===== src/dspc_params.svh =====
// Timing and width constants for the DSP core pipeline sequencing block
`ifndef DSPC_PARAMS_SVH
`define DSPC_PARAMS_SVH

// ----------------------------------------------------------------------
// Instruction cycle counts: base, condition-true and refill terms
// ----------------------------------------------------------------------
`define DSPC_JUMP_BASE_CYC   8'h04
`define DSPC_RET_BASE_CYC    8'h0a
`define DSPC_COND_TRUE_CYC   8'h02
`define DSPC_REFILL_CYC      8'h02

// ----------------------------------------------------------------------
// Program word counts
// ----------------------------------------------------------------------
`define DSPC_JUMP_WORDS      2'h2
`define DSPC_RET_WORDS       2'h1

// ----------------------------------------------------------------------
// Loop count register
// ----------------------------------------------------------------------
`define DSPC_LCNT_WIDTH      13
`define DSPC_LCNT_LIMIT      16'h2000
`define DSPC_LCNT_RESET      13'h0000

`endif


===== src/dspc_pkg.sv =====
// Types shared by the DSP core pipeline sequencing block
package dspc_pkg;

  // Instruction class presented for sequencing
  typedef enum logic [1:0] {
    DSPC_OP_NONE   = 2'h0,
    DSPC_OP_JUMPCC = 2'h1,
    DSPC_OP_RETURN = 2'h2
  } dspc_op_t;

  // Sequencer states, one-hot
  typedef enum logic [3:0] {
    DSPC_ST_IDLE   = 4'b0001,
    DSPC_ST_EXEC   = 4'b0010,
    DSPC_ST_FETCH1 = 4'b0100,
    DSPC_ST_FETCH2 = 4'b1000
  } dspc_state_t;

endpackage


===== src/dspc_cnt_if.sv =====
// Carrier between the sequencer and its cycle counter
`timescale 1ns/1ps
`default_nettype none

interface dspc_cnt_if;
  logic       load;
  logic [7:0] load_val;
  logic       expired;

  modport ctl (output load, output load_val, input expired);
  modport cnt (input load, input load_val, output expired);
endinterface

`default_nettype wire


===== src/dspc_cycle_cnt.sv =====
// Down counter that times each phase of an instruction sequence
`timescale 1ns/1ps
`default_nettype none

module dspc_cycle_cnt
  import dspc_pkg::*;
(
  // Clock and control
  input  wire logic  ref_clk,
  input  wire logic  reset,
  input  wire logic  clk_en,
  // Phase load and expiry
  dspc_cnt_if.cnt    cif
);

  logic [7:0] cnt_q;
  logic [7:0] cnt_d;

  // A load of N expires N cycles later, so a phase of N lasts N cycles
  always_comb begin
    cnt_d = cnt_q;
    if (cif.load) begin
      cnt_d = cif.load_val - 8'h01;
    end else if (cnt_q != 8'h00) begin
      cnt_d = cnt_q - 8'h01;
    end
  end

  always_ff @(posedge ref_clk) begin
    if (reset) begin
      cnt_q <= 8'h00;
    end else if (clk_en) begin
      cnt_q <= cnt_d;
    end
  end

  assign cif.expired = (cnt_q == 8'h00);

endmodule

`default_nettype wire


===== src/dspc_pipe_seq.sv =====
// Pipeline timing sequencer, loop count register and parallel-move source of the DSP core
// Operation
// [RL1] Conditional jump: two words, four base cycles, plus two when condition true.
// [RL2] After a jump, two refill fetches each add the program wait cost.
// [RL3] Subroutine return: one word, ten base cycles plus return extra term.
// [RL4] Return extra equals twice the program wait cost for two refill fetches.
// [RL5] Program wait cost is zero internal, configured wait count external.
// [RL6] Software must not follow shift_to_leading_one with pointer_zero X access.
// [RL7] Bit-field operations must never target the hardware_stack register.
// [RL8] Loop count register is 13 bits; immediate loads must stay below 8192.
// [RL9] Loop counts never from stack, status or config registers; never zero.
// [RL10] No jump or branch at or into the last two loop addresses.
// [RL11] instruction_rerun never repeats program-memory or multiword instructions.
// [RL12] Unsigned conditions are valid only while unsigned_cond_enable is set.
// [RL13] pointer_three second X access always targets internal memory.
// [RL14] A moved pointer value is usable for addressing two instructions later.
// [RL15] After bit-field pointer change, next instruction must not use it.
// [RL16] Nested loops need two instructions after the loop register pop.
// [RL17] Parallel move from an ALU destination accumulator uses its old value.
// [RL18] Restricted sequences are not detected or interlocked by the core.
// [RL19] Returns add two X wait costs when the stack sits externally.
`timescale 1ns/1ps
`default_nettype none

// Port widths below use the shared constants, so they come in first
`include "dspc_params.svh"

module dspc_pipe_seq
  import dspc_pkg::*;
#(
  parameter int WAIT_W = 4,
  parameter int ACC_W  = 36
) (
  // Clock and control
  input  wire logic                      ref_clk,
  input  wire logic                      reset,
  input  wire logic                      clk_en,
  // Instruction issue
  input  wire logic                      issue_valid,
  input  wire dspc_op_t                  issue_op,
  input  wire logic                      cond_true,
  input  wire logic                      prog_external,
  input  wire logic                      xstack_external,
  // Wait-state configuration
  input  wire logic [WAIT_W-1:0]         prog_wait_states,
  input  wire logic [WAIT_W-1:0]         xmem_wait_states,
  // Sequencer status
  output logic                           busy_q,
  output logic                           done_q,
  output logic                           refill_fetch_q,
  output logic [7:0]                     total_cycles_q,
  output logic [1:0]                     prog_words_q,
  // Loop count register
  input  wire logic                      loop_count_wr,
  input  wire logic [15:0]               loop_count_wr_data,
  input  wire logic                      loop_count_dec,
  output logic [`DSPC_LCNT_WIDTH-1:0]    loop_count_reg_q,
  output logic                           loop_count_reject_q,
  // Condition qualification
  input  wire logic                      unsigned_cond_enable,
  input  wire logic                      unsigned_cond_req,
  output logic                           cond_legal_q,
  // Parallel move source
  input  wire logic                      alu_move_valid,
  input  wire logic [ACC_W-1:0]          acc_value,
  output logic [ACC_W-1:0]               move_data_q
);

  // ----------------------------------------------------------------------
  // Wait-cost helpers
  // ----------------------------------------------------------------------
  // [RL5] Wait cost by region
  function automatic logic [7:0] wait_cost(input logic ext, input logic [WAIT_W-1:0] ws);
    wait_cost = ext ? 8'(ws) : 8'h00;
  endfunction

  logic [7:0] program_fetch_wait;
  logic [7:0] ax;
  logic [7:0] fetch_wait_q;
  logic [7:0] fetch_wait_d;

  assign program_fetch_wait = wait_cost(prog_external, prog_wait_states);
  assign ax = wait_cost(xstack_external, xmem_wait_states);

  // ----------------------------------------------------------------------
  // Sequencer
  // ----------------------------------------------------------------------
  dspc_cnt_if cif ();

  dspc_cycle_cnt u_cnt (
    .ref_clk (ref_clk),
    .reset   (reset),
    .clk_en  (clk_en),
    .cif     (cif.cnt)
  );

  dspc_state_t state_q;
  dspc_state_t state_d;
  logic        busy_d;
  logic        done_d;
  logic        refill_d;
  logic [7:0]  total_d;
  logic [1:0]  words_d;
  logic [7:0]  base;

  // The exec phase excludes the two refill fetch slots, which run later
  always_comb begin
    state_d      = state_q;
    busy_d       = busy_q;
    done_d       = 1'b0;
    refill_d     = 1'b0;
    total_d      = total_cycles_q;
    words_d      = prog_words_q;
    fetch_wait_d = fetch_wait_q;
    base         = 8'h00;
    cif.load     = 1'b0;
    cif.load_val = 8'h00;
    case (state_q)
      DSPC_ST_IDLE: begin
        // [RL18] No interlock: issues while busy are ignored, not checked
        if (issue_valid && issue_op != DSPC_OP_NONE) begin
          if (issue_op == DSPC_OP_JUMPCC) begin
            // [RL1] Jump base and condition term
            base    = `DSPC_JUMP_BASE_CYC + (cond_true ? `DSPC_COND_TRUE_CYC : 8'h00);
            words_d = `DSPC_JUMP_WORDS;
          end else begin
            // [RL3] Return base, [RL19] stack fetches
            base    = `DSPC_RET_BASE_CYC + 8'({ax[6:0], 1'b0});
            words_d = `DSPC_RET_WORDS;
          end
          // [RL4] Two program wait costs on top of base
          total_d      = base + 8'({program_fetch_wait[6:0], 1'b0});
          fetch_wait_d = program_fetch_wait;
          cif.load     = 1'b1;
          cif.load_val = base - `DSPC_REFILL_CYC;
          busy_d       = 1'b1;
          state_d      = DSPC_ST_EXEC;
        end
      end
      DSPC_ST_EXEC: begin
        if (cif.expired) begin
          // [RL2] First refill fetch
          cif.load     = 1'b1;
          cif.load_val = 8'h01 + fetch_wait_q;
          refill_d     = 1'b1;
          state_d      = DSPC_ST_FETCH1;
        end
      end
      DSPC_ST_FETCH1: begin
        if (cif.expired) begin
          // [RL2] Second refill fetch
          cif.load     = 1'b1;
          cif.load_val = 8'h01 + fetch_wait_q;
          refill_d     = 1'b1;
          state_d      = DSPC_ST_FETCH2;
        end
      end
      DSPC_ST_FETCH2: begin
        if (cif.expired) begin
          busy_d  = 1'b0;
          done_d  = 1'b1;
          state_d = DSPC_ST_IDLE;
        end
      end
      default: begin
        busy_d  = 1'b0;
        state_d = DSPC_ST_IDLE;
      end
    endcase
  end

  always_ff @(posedge ref_clk) begin
    if (reset) begin
      state_q        <= DSPC_ST_IDLE;
      busy_q         <= 1'b0;
      done_q         <= 1'b0;
      refill_fetch_q <= 1'b0;
      total_cycles_q <= 8'h00;
      prog_words_q   <= 2'h0;
      fetch_wait_q   <= 8'h00;
    end else if (clk_en) begin
      state_q        <= state_d;
      busy_q         <= busy_d;
      done_q         <= done_d;
      refill_fetch_q <= refill_d;
      total_cycles_q <= total_d;
      prog_words_q   <= words_d;
      fetch_wait_q   <= fetch_wait_d;
    end
  end

  // ----------------------------------------------------------------------
  // Loop count register and condition qualification
  // ----------------------------------------------------------------------
  logic [`DSPC_LCNT_WIDTH-1:0] loop_count_d;
  logic                        loop_count_rej_d;
  logic                        cond_legal_d;

  always_comb begin
    loop_count_d     = loop_count_reg_q;
    loop_count_rej_d = 1'b0;
    // [RL8] Only loads below the limit are taken; write beats decrement
    if (loop_count_wr) begin
      if (loop_count_wr_data < `DSPC_LCNT_LIMIT) begin
        loop_count_d = loop_count_wr_data[`DSPC_LCNT_WIDTH-1:0];
      end else begin
        loop_count_rej_d = 1'b1;
      end
    end else if (loop_count_dec && loop_count_reg_q != `DSPC_LCNT_RESET) begin
      loop_count_d = loop_count_reg_q - `DSPC_LCNT_WIDTH'(1);
    end
    // [RL12] Unsigned conditions gated by mode bit
    cond_legal_d = !unsigned_cond_req || unsigned_cond_enable;
  end

  always_ff @(posedge ref_clk) begin
    if (reset) begin
      loop_count_reg_q    <= `DSPC_LCNT_RESET;
      loop_count_reject_q <= 1'b0;
      cond_legal_q        <= 1'b0;
    end else if (clk_en) begin
      loop_count_reg_q    <= loop_count_d;
      loop_count_reject_q <= loop_count_rej_d;
      cond_legal_q        <= cond_legal_d;
    end
  end

  // ----------------------------------------------------------------------
  // Parallel move source
  // ----------------------------------------------------------------------
  logic [ACC_W-1:0] move_d;

  // [RL17] Sample accumulator before the ALU result lands
  always_comb begin
    move_d = alu_move_valid ? acc_value : move_data_q;
  end

  always_ff @(posedge ref_clk) begin
    if (reset) begin
      move_data_q <= '0;
    end else if (clk_en) begin
      move_data_q <= move_d;
    end
  end

endmodule

`default_nettype wire


===== config.mk =====
export PLATFORM = sky130hd
export DESIGN_NAME = dspc_pipe_seq
export DESIGN_NICKNAME = d
export VERILOG_FILES = /design/src/dspc_pkg.sv /design/src/dspc_cnt_if.sv /design/src/dspc_cycle_cnt.sv /design/src/dspc_pipe_seq.sv
export VERILOG_INCLUDE_DIRS = /design/src
export SDC_FILE = /design/constraint.sdc
export NUM_CORES = 1
export LEC_CHECK = 0
export ABC_AREA = 1
export BUFFER_PORTS_ARGS = -buffer_cell sky130_fd_sc_hd__buf_2
export CAP_MARGIN = 20
export CORE_MARGIN = 1
export CORE_UTILIZATION = 36
export DETAILED_ROUTE_END_ITERATION = 6
export PLACE_DENSITY = 0.62
export SLEW_MARGIN = 25
export SYNTH_ARGS = -nofsm -noshare
export SYNTH_HDL_FRONTEND = slang
export SYNTH_SLANG_ARGS = --single-unit

===== constraint.sdc =====
create_clock -name ref_clk -period 2 [get_ports ref_clk]
set_input_delay 0.1 -clock ref_clk [delete_from_list [all_inputs] [get_ports ref_clk]]
set_output_delay 0.1 -clock ref_clk [all_outputs]
set_load 0.005 [all_outputs]

Yosys cells after proc, flatten, opt, wreduce, memory -nomap -nowiden

Cells that the tools add are included.

Bitwise gates (word level): 1
Add/sub/neg operators: 8
$lt $le $gt $ge: 1
Reduce and logical (&&, ||, !) cells: 17
Equality and inequality tests: 10
Muxes and demuxes: 30

Operators by type and width:

| cell                                                                    | number |
|---|---|
| 8-bit two-way mux                                                       | 6 |
| 13-bit two-way mux                                                      | 3 |
| 4-bit two-way mux                                                       | 6 |
| 16-bit by 14-bit < comparator with 1-bit output (second input constant) | 1 |
| 4-bit case mux with 4 select lines                                      | 1 |
| 8-bit case mux with 2 select lines                                      | 1 |
| 8-bit by 1-bit subtractor with 8-bit output (second input constant)     | 2 |
| 13-bit nonzero test                                                     | 1 |
| 13-bit by 1-bit subtractor with 13-bit output (second input constant)   | 1 |
| 1-bit by 8-bit adder with 8-bit output (first input constant)           | 1 |
| 8-bit by 5-bit adder with 8-bit output                                  | 1 |
| 8-bit zero test                                                         | 1 |
| 1-bit two-way mux                                                       | 8 |
| 2-bit != test (second input constant)                                   | 4 |
| 8-bit nonzero test                                                      | 1 |
| 8-bit by 2-bit subtractor with 8-bit output (second input constant)     | 1 |
| 4-bit by 5-bit adder with 6-bit output (first input constant)           | 1 |
| 6-bit two-way mux                                                       | 1 |
| 3-bit AND reduction                                                     | 2 |
| 2-bit nonzero test                                                      | 3 |
| 5-bit AND reduction                                                     | 1 |
| 3-bit by 2-bit adder with 4-bit output (first input constant)           | 1 |
| 4-bit by 1-bit == test with 1-bit output (second input constant)        | 1 |
| 4-bit by 2-bit == test with 1-bit output (second input constant)        | 1 |
| other kinds (14)                                                        | 17 |

Register bits after elaboration: 84
Logic and storage cells: 79
Input bits: 74

Logic depth before layout (Yosys ltp)

Depth in word-level cells: 10
Depth in mapped cells: 17
Depth with buffers taken out: 17

Modules after synthesis

From an unflattened synthesis, not the netlist that was laid out.

Cells, all modules: 644
Area, all modules: 4222.8 um2

Modules (own cells, without submodules):

| module         | cells an instance | sequential area each (um2) | area an instance (um2) | instances |
|---|---|---|---|---|
| dspc_pipe_seq  | 527               | 1401.3                     | 3503.4                 | 1 |
| dspc_cycle_cnt | 117               | 160.2                      | 719.4                  | 1 |

Least setup slack after synthesis

OpenSTA, ideal clock, no wires.

Kind: reg-to-reg
Start: register loop_count_reg_q[0]
End: register loop_count_reg_q[11]
Data required time: 1.884 ns
Setup time: 0.116 ns
Clock period less this slack: 1.791 ns
Cell stages (with the launch flop): 15
Path buffers: 1
Arrival: 1.675 ns
Slack: 0.209 ns
Cells stage by stage: dfxtp_1 inv_1 ha_1 nand2_2 nor3_2 nand2_2 nor2_4 nand2_2 nor2_4 nand2_2 nand2_4 inv_4 buf_6 o211ai_1 inv_1

Cells in the longest elaborated chain, start to end: 4
Elaborated cells between the ends (all ways): 7

Ends and longest elaborated chain:

| item                                                                                                  | line                 | RTL |
|---|---|---|
| start, declared                                                                                       | dspc_pipe_seq.sv:57  | `` output logic [`DSPC_LCNT_WIDTH-1:0] loop_count_reg_q, `` |
| start signal, assigned                                                                                | dspc_pipe_seq.sv:218 | `` loop_count_reg_q <= `DSPC_LCNT_RESET; `` |
| start signal, assigned                                                                                | dspc_pipe_seq.sv:222 | `loop_count_reg_q <= loop_count_d;` |
| parallel branches: the longest is 4 deep, another holds 13-bit by 1-bit subtractor with 13-bit output | -                    |  |

Parallel ways; which one is timed is not known. The select of a mux whose other input is x is not followed.
A chain may end at the register's enable or synchronous reset.

Worst setup path in the final report

Start: register loop_count_reg_q[1]
End: register loop_count_reg_q[3]

The elaborated chain is that of the path after synthesis.

==> impl_metrics.env <==
export IMPL_result_of_the_run="finished clean"
export IMPL_initial_antenna_violation_count=0
export IMPL_ir_worst_vdd_uv=442.4
export IMPL_final_setup_tns_ns=0
export IMPL_max_cap_violations=0
export IMPL_critical_path_n_buffers_inverters=2
export IMPL_worst_slew_pin_transition_ns=0.9372
export IMPL_crit_chain="inv_1 -> ha_4 -> nand2_2 -> nor3_4 -> nand2_2 -> nor2_4 -> nand2_2 -> nor2_4 -> nand2_2 -> nand2_4 -> inv_4 -> o21ai_0 -> a31oi_1"
export IMPL_finalHoldWorstSlack_ns=0.01971
export IMPL_post_route_util=0.4730
export IMPL_synth_lib_cells_used_distinct=41
export IMPL_rsz0062_at_grt="false"
export IMPL_holdPathEnd="move_data_q[33]$_SDFFE_PP0P_"
export IMPL_core_area_mm2=0.01098
export IMPL_timing_critical_path_mode_cell="sky130_fd_sc_hd__nand2_2"
export IMPL_clockBufferDepth=2
export IMPL_port_buffer_count=135
export IMPL_tritoncts="built"
export IMPL_firstDrtPassIters=4
export IMPL_timing_critical_path_fanout_max=15
export IMPL_place_gp_congestion=0.9117
export IMPL_drv_slew=0
export IMPL_synth_async_sr_flop_share=0
export IMPL_clock_sinks=78
export IMPL_antenna_violating_nets_post_route=0
export IMPL_numCtsBuffers=9
export IMPL_fmaxAchievable_mhz=542.0
export IMPL_report_final_setup_viol=0
export IMPL_critical_path_top_delay_family="simple AND/OR/NAND/NOR gates"
export IMPL_route_detailed_vias_per_inst=4.931
export IMPL_clockRootBuffer="sky130_fd_sc_hd__clkbuf_16"
export IMPL_fillerInstances=1106
export IMPL_synthFlopType="sky130_fd_sc_hd__dfxtp_1"
export IMPL_synth_area_mm2=0.004099
export IMPL_worstPathRequired_ns=2.22
export IMPL_timing_critical_path_to_type="register"
export IMPL_drt_wl_total_um=10590
export IMPL_die_y_um=108.7
export IMPL_fp_dieArea_mm2=0.01182
export IMPL_grt_overflow_total=0
export IMPL_vias=4206
export IMPL_sequential_cell_area_mm2=0.001562
export IMPL_hold_viol_final=0
export IMPL_multiInputGateArea_mm2=0.002178
export IMPL_pwr_density_cell_mw_per_mm2=936.9
export IMPL_htree_num_levels=3
export IMPL_post_synth_cell_area_avg_um2=7.092
export IMPL_dr_first_iter_drc_count=248
export IMPL_syn_instance_count=578
export IMPL_reg2reg_from="loop_count_reg_q[1]$_SDFFE_PP0P_"
export IMPL_via_count_of_the_first_global_routing_pass=3841
export IMPL_rows=38
export IMPL_holdPathStages=3
export IMPL_timing_clock_skew_ns=0.006039
export IMPL_post_route_cells_drive_above_1_share=0.2987
export IMPL_holdCritPathClass="in -> reg"
export IMPL_worst_path_largest_cell_delay_ns=0.31
export IMPL_design_portCount=138
export IMPL_criticalPathCategory="reg -> reg"
export IMPL_cp_start_kind="register"
export IMPL_route_detailed_wl_per_inst_um=12.41
export IMPL_layout_area_overhead_vs_synth_pct=26.74
export IMPL_r2r_worst_path_depth=13
export IMPL_setup_repair_bufs_after_cts=0
export IMPL_cp_arrival_ns=2.07
export IMPL_largest_net_degree_at_the_start_of_global_routing=37
export IMPL_post_synthesis_register_bit_count=78
export IMPL_antenna_cell_count=0
export IMPL_clk_insertion_delay_late_ns=0.34
export IMPL_finish_net_count=791
export IMPL_detailed_place_hpwl_um=8012
export IMPL_reg2reg_slack_ns=0.15
export IMPL_synth_edf_count=0
export IMPL_die_width_um=108.7
export IMPL_static_leakage_power_nw=2.644
export IMPL_slew_headroom=0.3714
export IMPL_synth_warnings=0
export IMPL_seq_area_frac_synth=0.3810
export IMPL_wire_length_of_the_first_global_routing_pass_um=16870
export IMPL_layout_min_cycle_time_ns=1.845
export IMPL_initial_utilization=0.3732
export IMPL_r2r_end="loop_count_reg_q[3]$_SDFFE_PP0P_"
export IMPL_critPathSlowestCell="sky130_fd_sc_hd__dfxtp_1"
export IMPL_clock_pin_slew_worst_setup_and_hold_paths_ns=0.06
export IMPL_total_power_mw=4.867
export IMPL_worst_min_delay_path_startpoint="acc_value[33]"
export IMPL_period_share=0.9226
export IMPL_post_route_drc_violation_count=0
export IMPL_groute_usage_overall=0.1821
==> registers in the layout, indices dropped and copies added (netlist names) <==
| name | flops |
|---|---|
| state_q | 4 |
| u_cnt.cnt_q | 8 |
| loop_count_reg_q | 13 |
| done_q | 1 |
| total_cycles_q | 6 |
| cond_legal_q | 1 |
| fetch_wait_q | 4 |
| prog_words_q | 2 |
| loop_count_reject_q | 1 |
| busy_q | 1 |
| refill_fetch_q | 1 |
| move_data_q | 36 |
==> area by class of cell <==
class	instances	area share
clock inverters	3	0.003613
well taps	140	0.03372
flip-flops and latches	78	0.3006
clock buffers	13	0.05010
repair buffers	141	0.1392
inverters	72	0.05347
multi-input cells	406	0.4193
==> cell usage in the layout, fill, tap and decap left out, drive strengths merged, types with 5 or more instances in the layout <==
| cell type | n |
|---|---|
| clkinv | 5 |
| nand2 | 79 |
| nand4 | 5 |
| xor2 | 5 |
| ha | 8 |
| clkbuf | 13 |
| a31oi | 8 |
| o21ai | 87 |
| nor2 | 120 |
| dfxtp | 78 |
| inv | 70 |
| buf | 140 |
| a21oi | 33 |
| nand3 | 44 |
==> Yosys cell counts, types with 2 or more instances <==
cell,count,area share
sky130_fd_sc_hd__a21oi_1,32,0.039
sky130_fd_sc_hd__a31oi_1,8,0.012
sky130_fd_sc_hd__buf_2,3,0.0037
sky130_fd_sc_hd__buf_4,3,0.0055
sky130_fd_sc_hd__clkbuf_1,16,0.015
sky130_fd_sc_hd__clkinv_1,2,0.0018
sky130_fd_sc_hd__dfxtp_1,78,0.38
sky130_fd_sc_hd__ha_1,8,0.024
sky130_fd_sc_hd__inv_1,60,0.055
sky130_fd_sc_hd__inv_2,8,0.0073
sky130_fd_sc_hd__nand2_1,63,0.058
sky130_fd_sc_hd__nand2_2,11,0.017
sky130_fd_sc_hd__nand2_4,4,0.011
sky130_fd_sc_hd__nand3_1,35,0.043
sky130_fd_sc_hd__nand3_2,9,0.022
sky130_fd_sc_hd__nand4_1,5,0.0076
sky130_fd_sc_hd__nor2_1,105,0.096
sky130_fd_sc_hd__nor2_2,8,0.012
sky130_fd_sc_hd__nor2_4,5,0.014
sky130_fd_sc_hd__nor2_8,2,0.0098
sky130_fd_sc_hd__nor3_1,3,0.0037
sky130_fd_sc_hd__o211ai_1,2,0.0037
sky130_fd_sc_hd__o21a_1,2,0.0037
sky130_fd_sc_hd__o21ai_0,80,0.098
sky130_fd_sc_hd__o21ai_1,4,0.0049
sky130_fd_sc_hd__o21ai_2,2,0.0043
sky130_fd_sc_hd__xnor2_1,2,0.0043
sky130_fd_sc_hd__xor2_1,5,0.011
==> worst max path at each step <==
stage,cells past startpoint,slack (ns),startpoint,end
4_1_cts,13,0.08,loop_count_reg_q[1]$_SDFFE_PP0P_,loop_count_reg_q[3]$_SDFFE_PP0P_
6_report,13,0.15,loop_count_reg_q[1]$_SDFFE_PP0P_,loop_count_reg_q[3]$_SDFFE_PP0P_
3_5_place_dp,13,0.1,loop_count_reg_q[1]$_SDFFE_PP0P_,loop_count_reg_q[7]$_SDFFE_PP0P_
3_3_place_gp,10,0.16,u_cnt.cnt_q[4]$_SDFFE_PP0P_,u_cnt.cnt_q[2]$_SDFFE_PP0P_
2_1_floorplan,14,0.21,loop_count_reg_q[0]$_SDFFE_PP0P_,loop_count_reg_q[11]$_SDFFE_PP0P_
5_1_grt,13,0.005,loop_count_reg_q[1]$_SDFFE_PP0P_,loop_count_reg_q[9]$_SDFFE_PP0P_
==> repair_timing <==
action	CTS	global route
setup endpoints to repair	0	13
resized for setup	0	8
hold endpoints to repair	1	0
hold buffers	1	0
==> logic make-up (layout without fill, tap and decap cells) <==
logic type,after synthesis,count (layout),share of synthesized area
AO/OA/AOI/OAI,136,136,0.1789
XOR/XNOR,7,7,0.01496
adder cells (fa/ha/maj),9,9,0.02931
buffers and inverters,95,229,0.09432
flip-flops,78,78,0.3810
other,1,2,0.0009149
AND/OR/NAND/NOR,252,252,0.3007
==> routing by layer <==
layer | GRT usage | share of wire
met5 | 0 | 0
met4 | 0.06371 | 0.014
met3 | 0.05738 | 0.072
met2 | 0.3106 | 0.47
met1 | 0.2144 | 0.45
==> worst min-delay path: cells and delay by family <==
kind / cells / cell delay [ns]
simple gates: 1 / 0.08
buf+inv: 1 / 0.07
compound gates: 1 / 0.07
==> per-stage QoR <==
stage / setup slack, ns / cell area, µm² / cells
floorplan: 0.2087 / 4103 / 579
global placement: 0.1610 / 4882 / 836
detailed placement: 0.09699 / 4882 / 836
CTS: 0.08450 / 5171 / 853
global route: 0.004607 / 5195 / 853
finish: 0.1548 / 5195 / 853
==> report_power, final <==
part | internal (mW) | switching [mW]
registers | 1.73 | 0.115
clock network | 0.906 | 0.618
logic | 0.566 | 0.933
total | 3.20 | 1.67
Power figures use the tool's default switching activity.
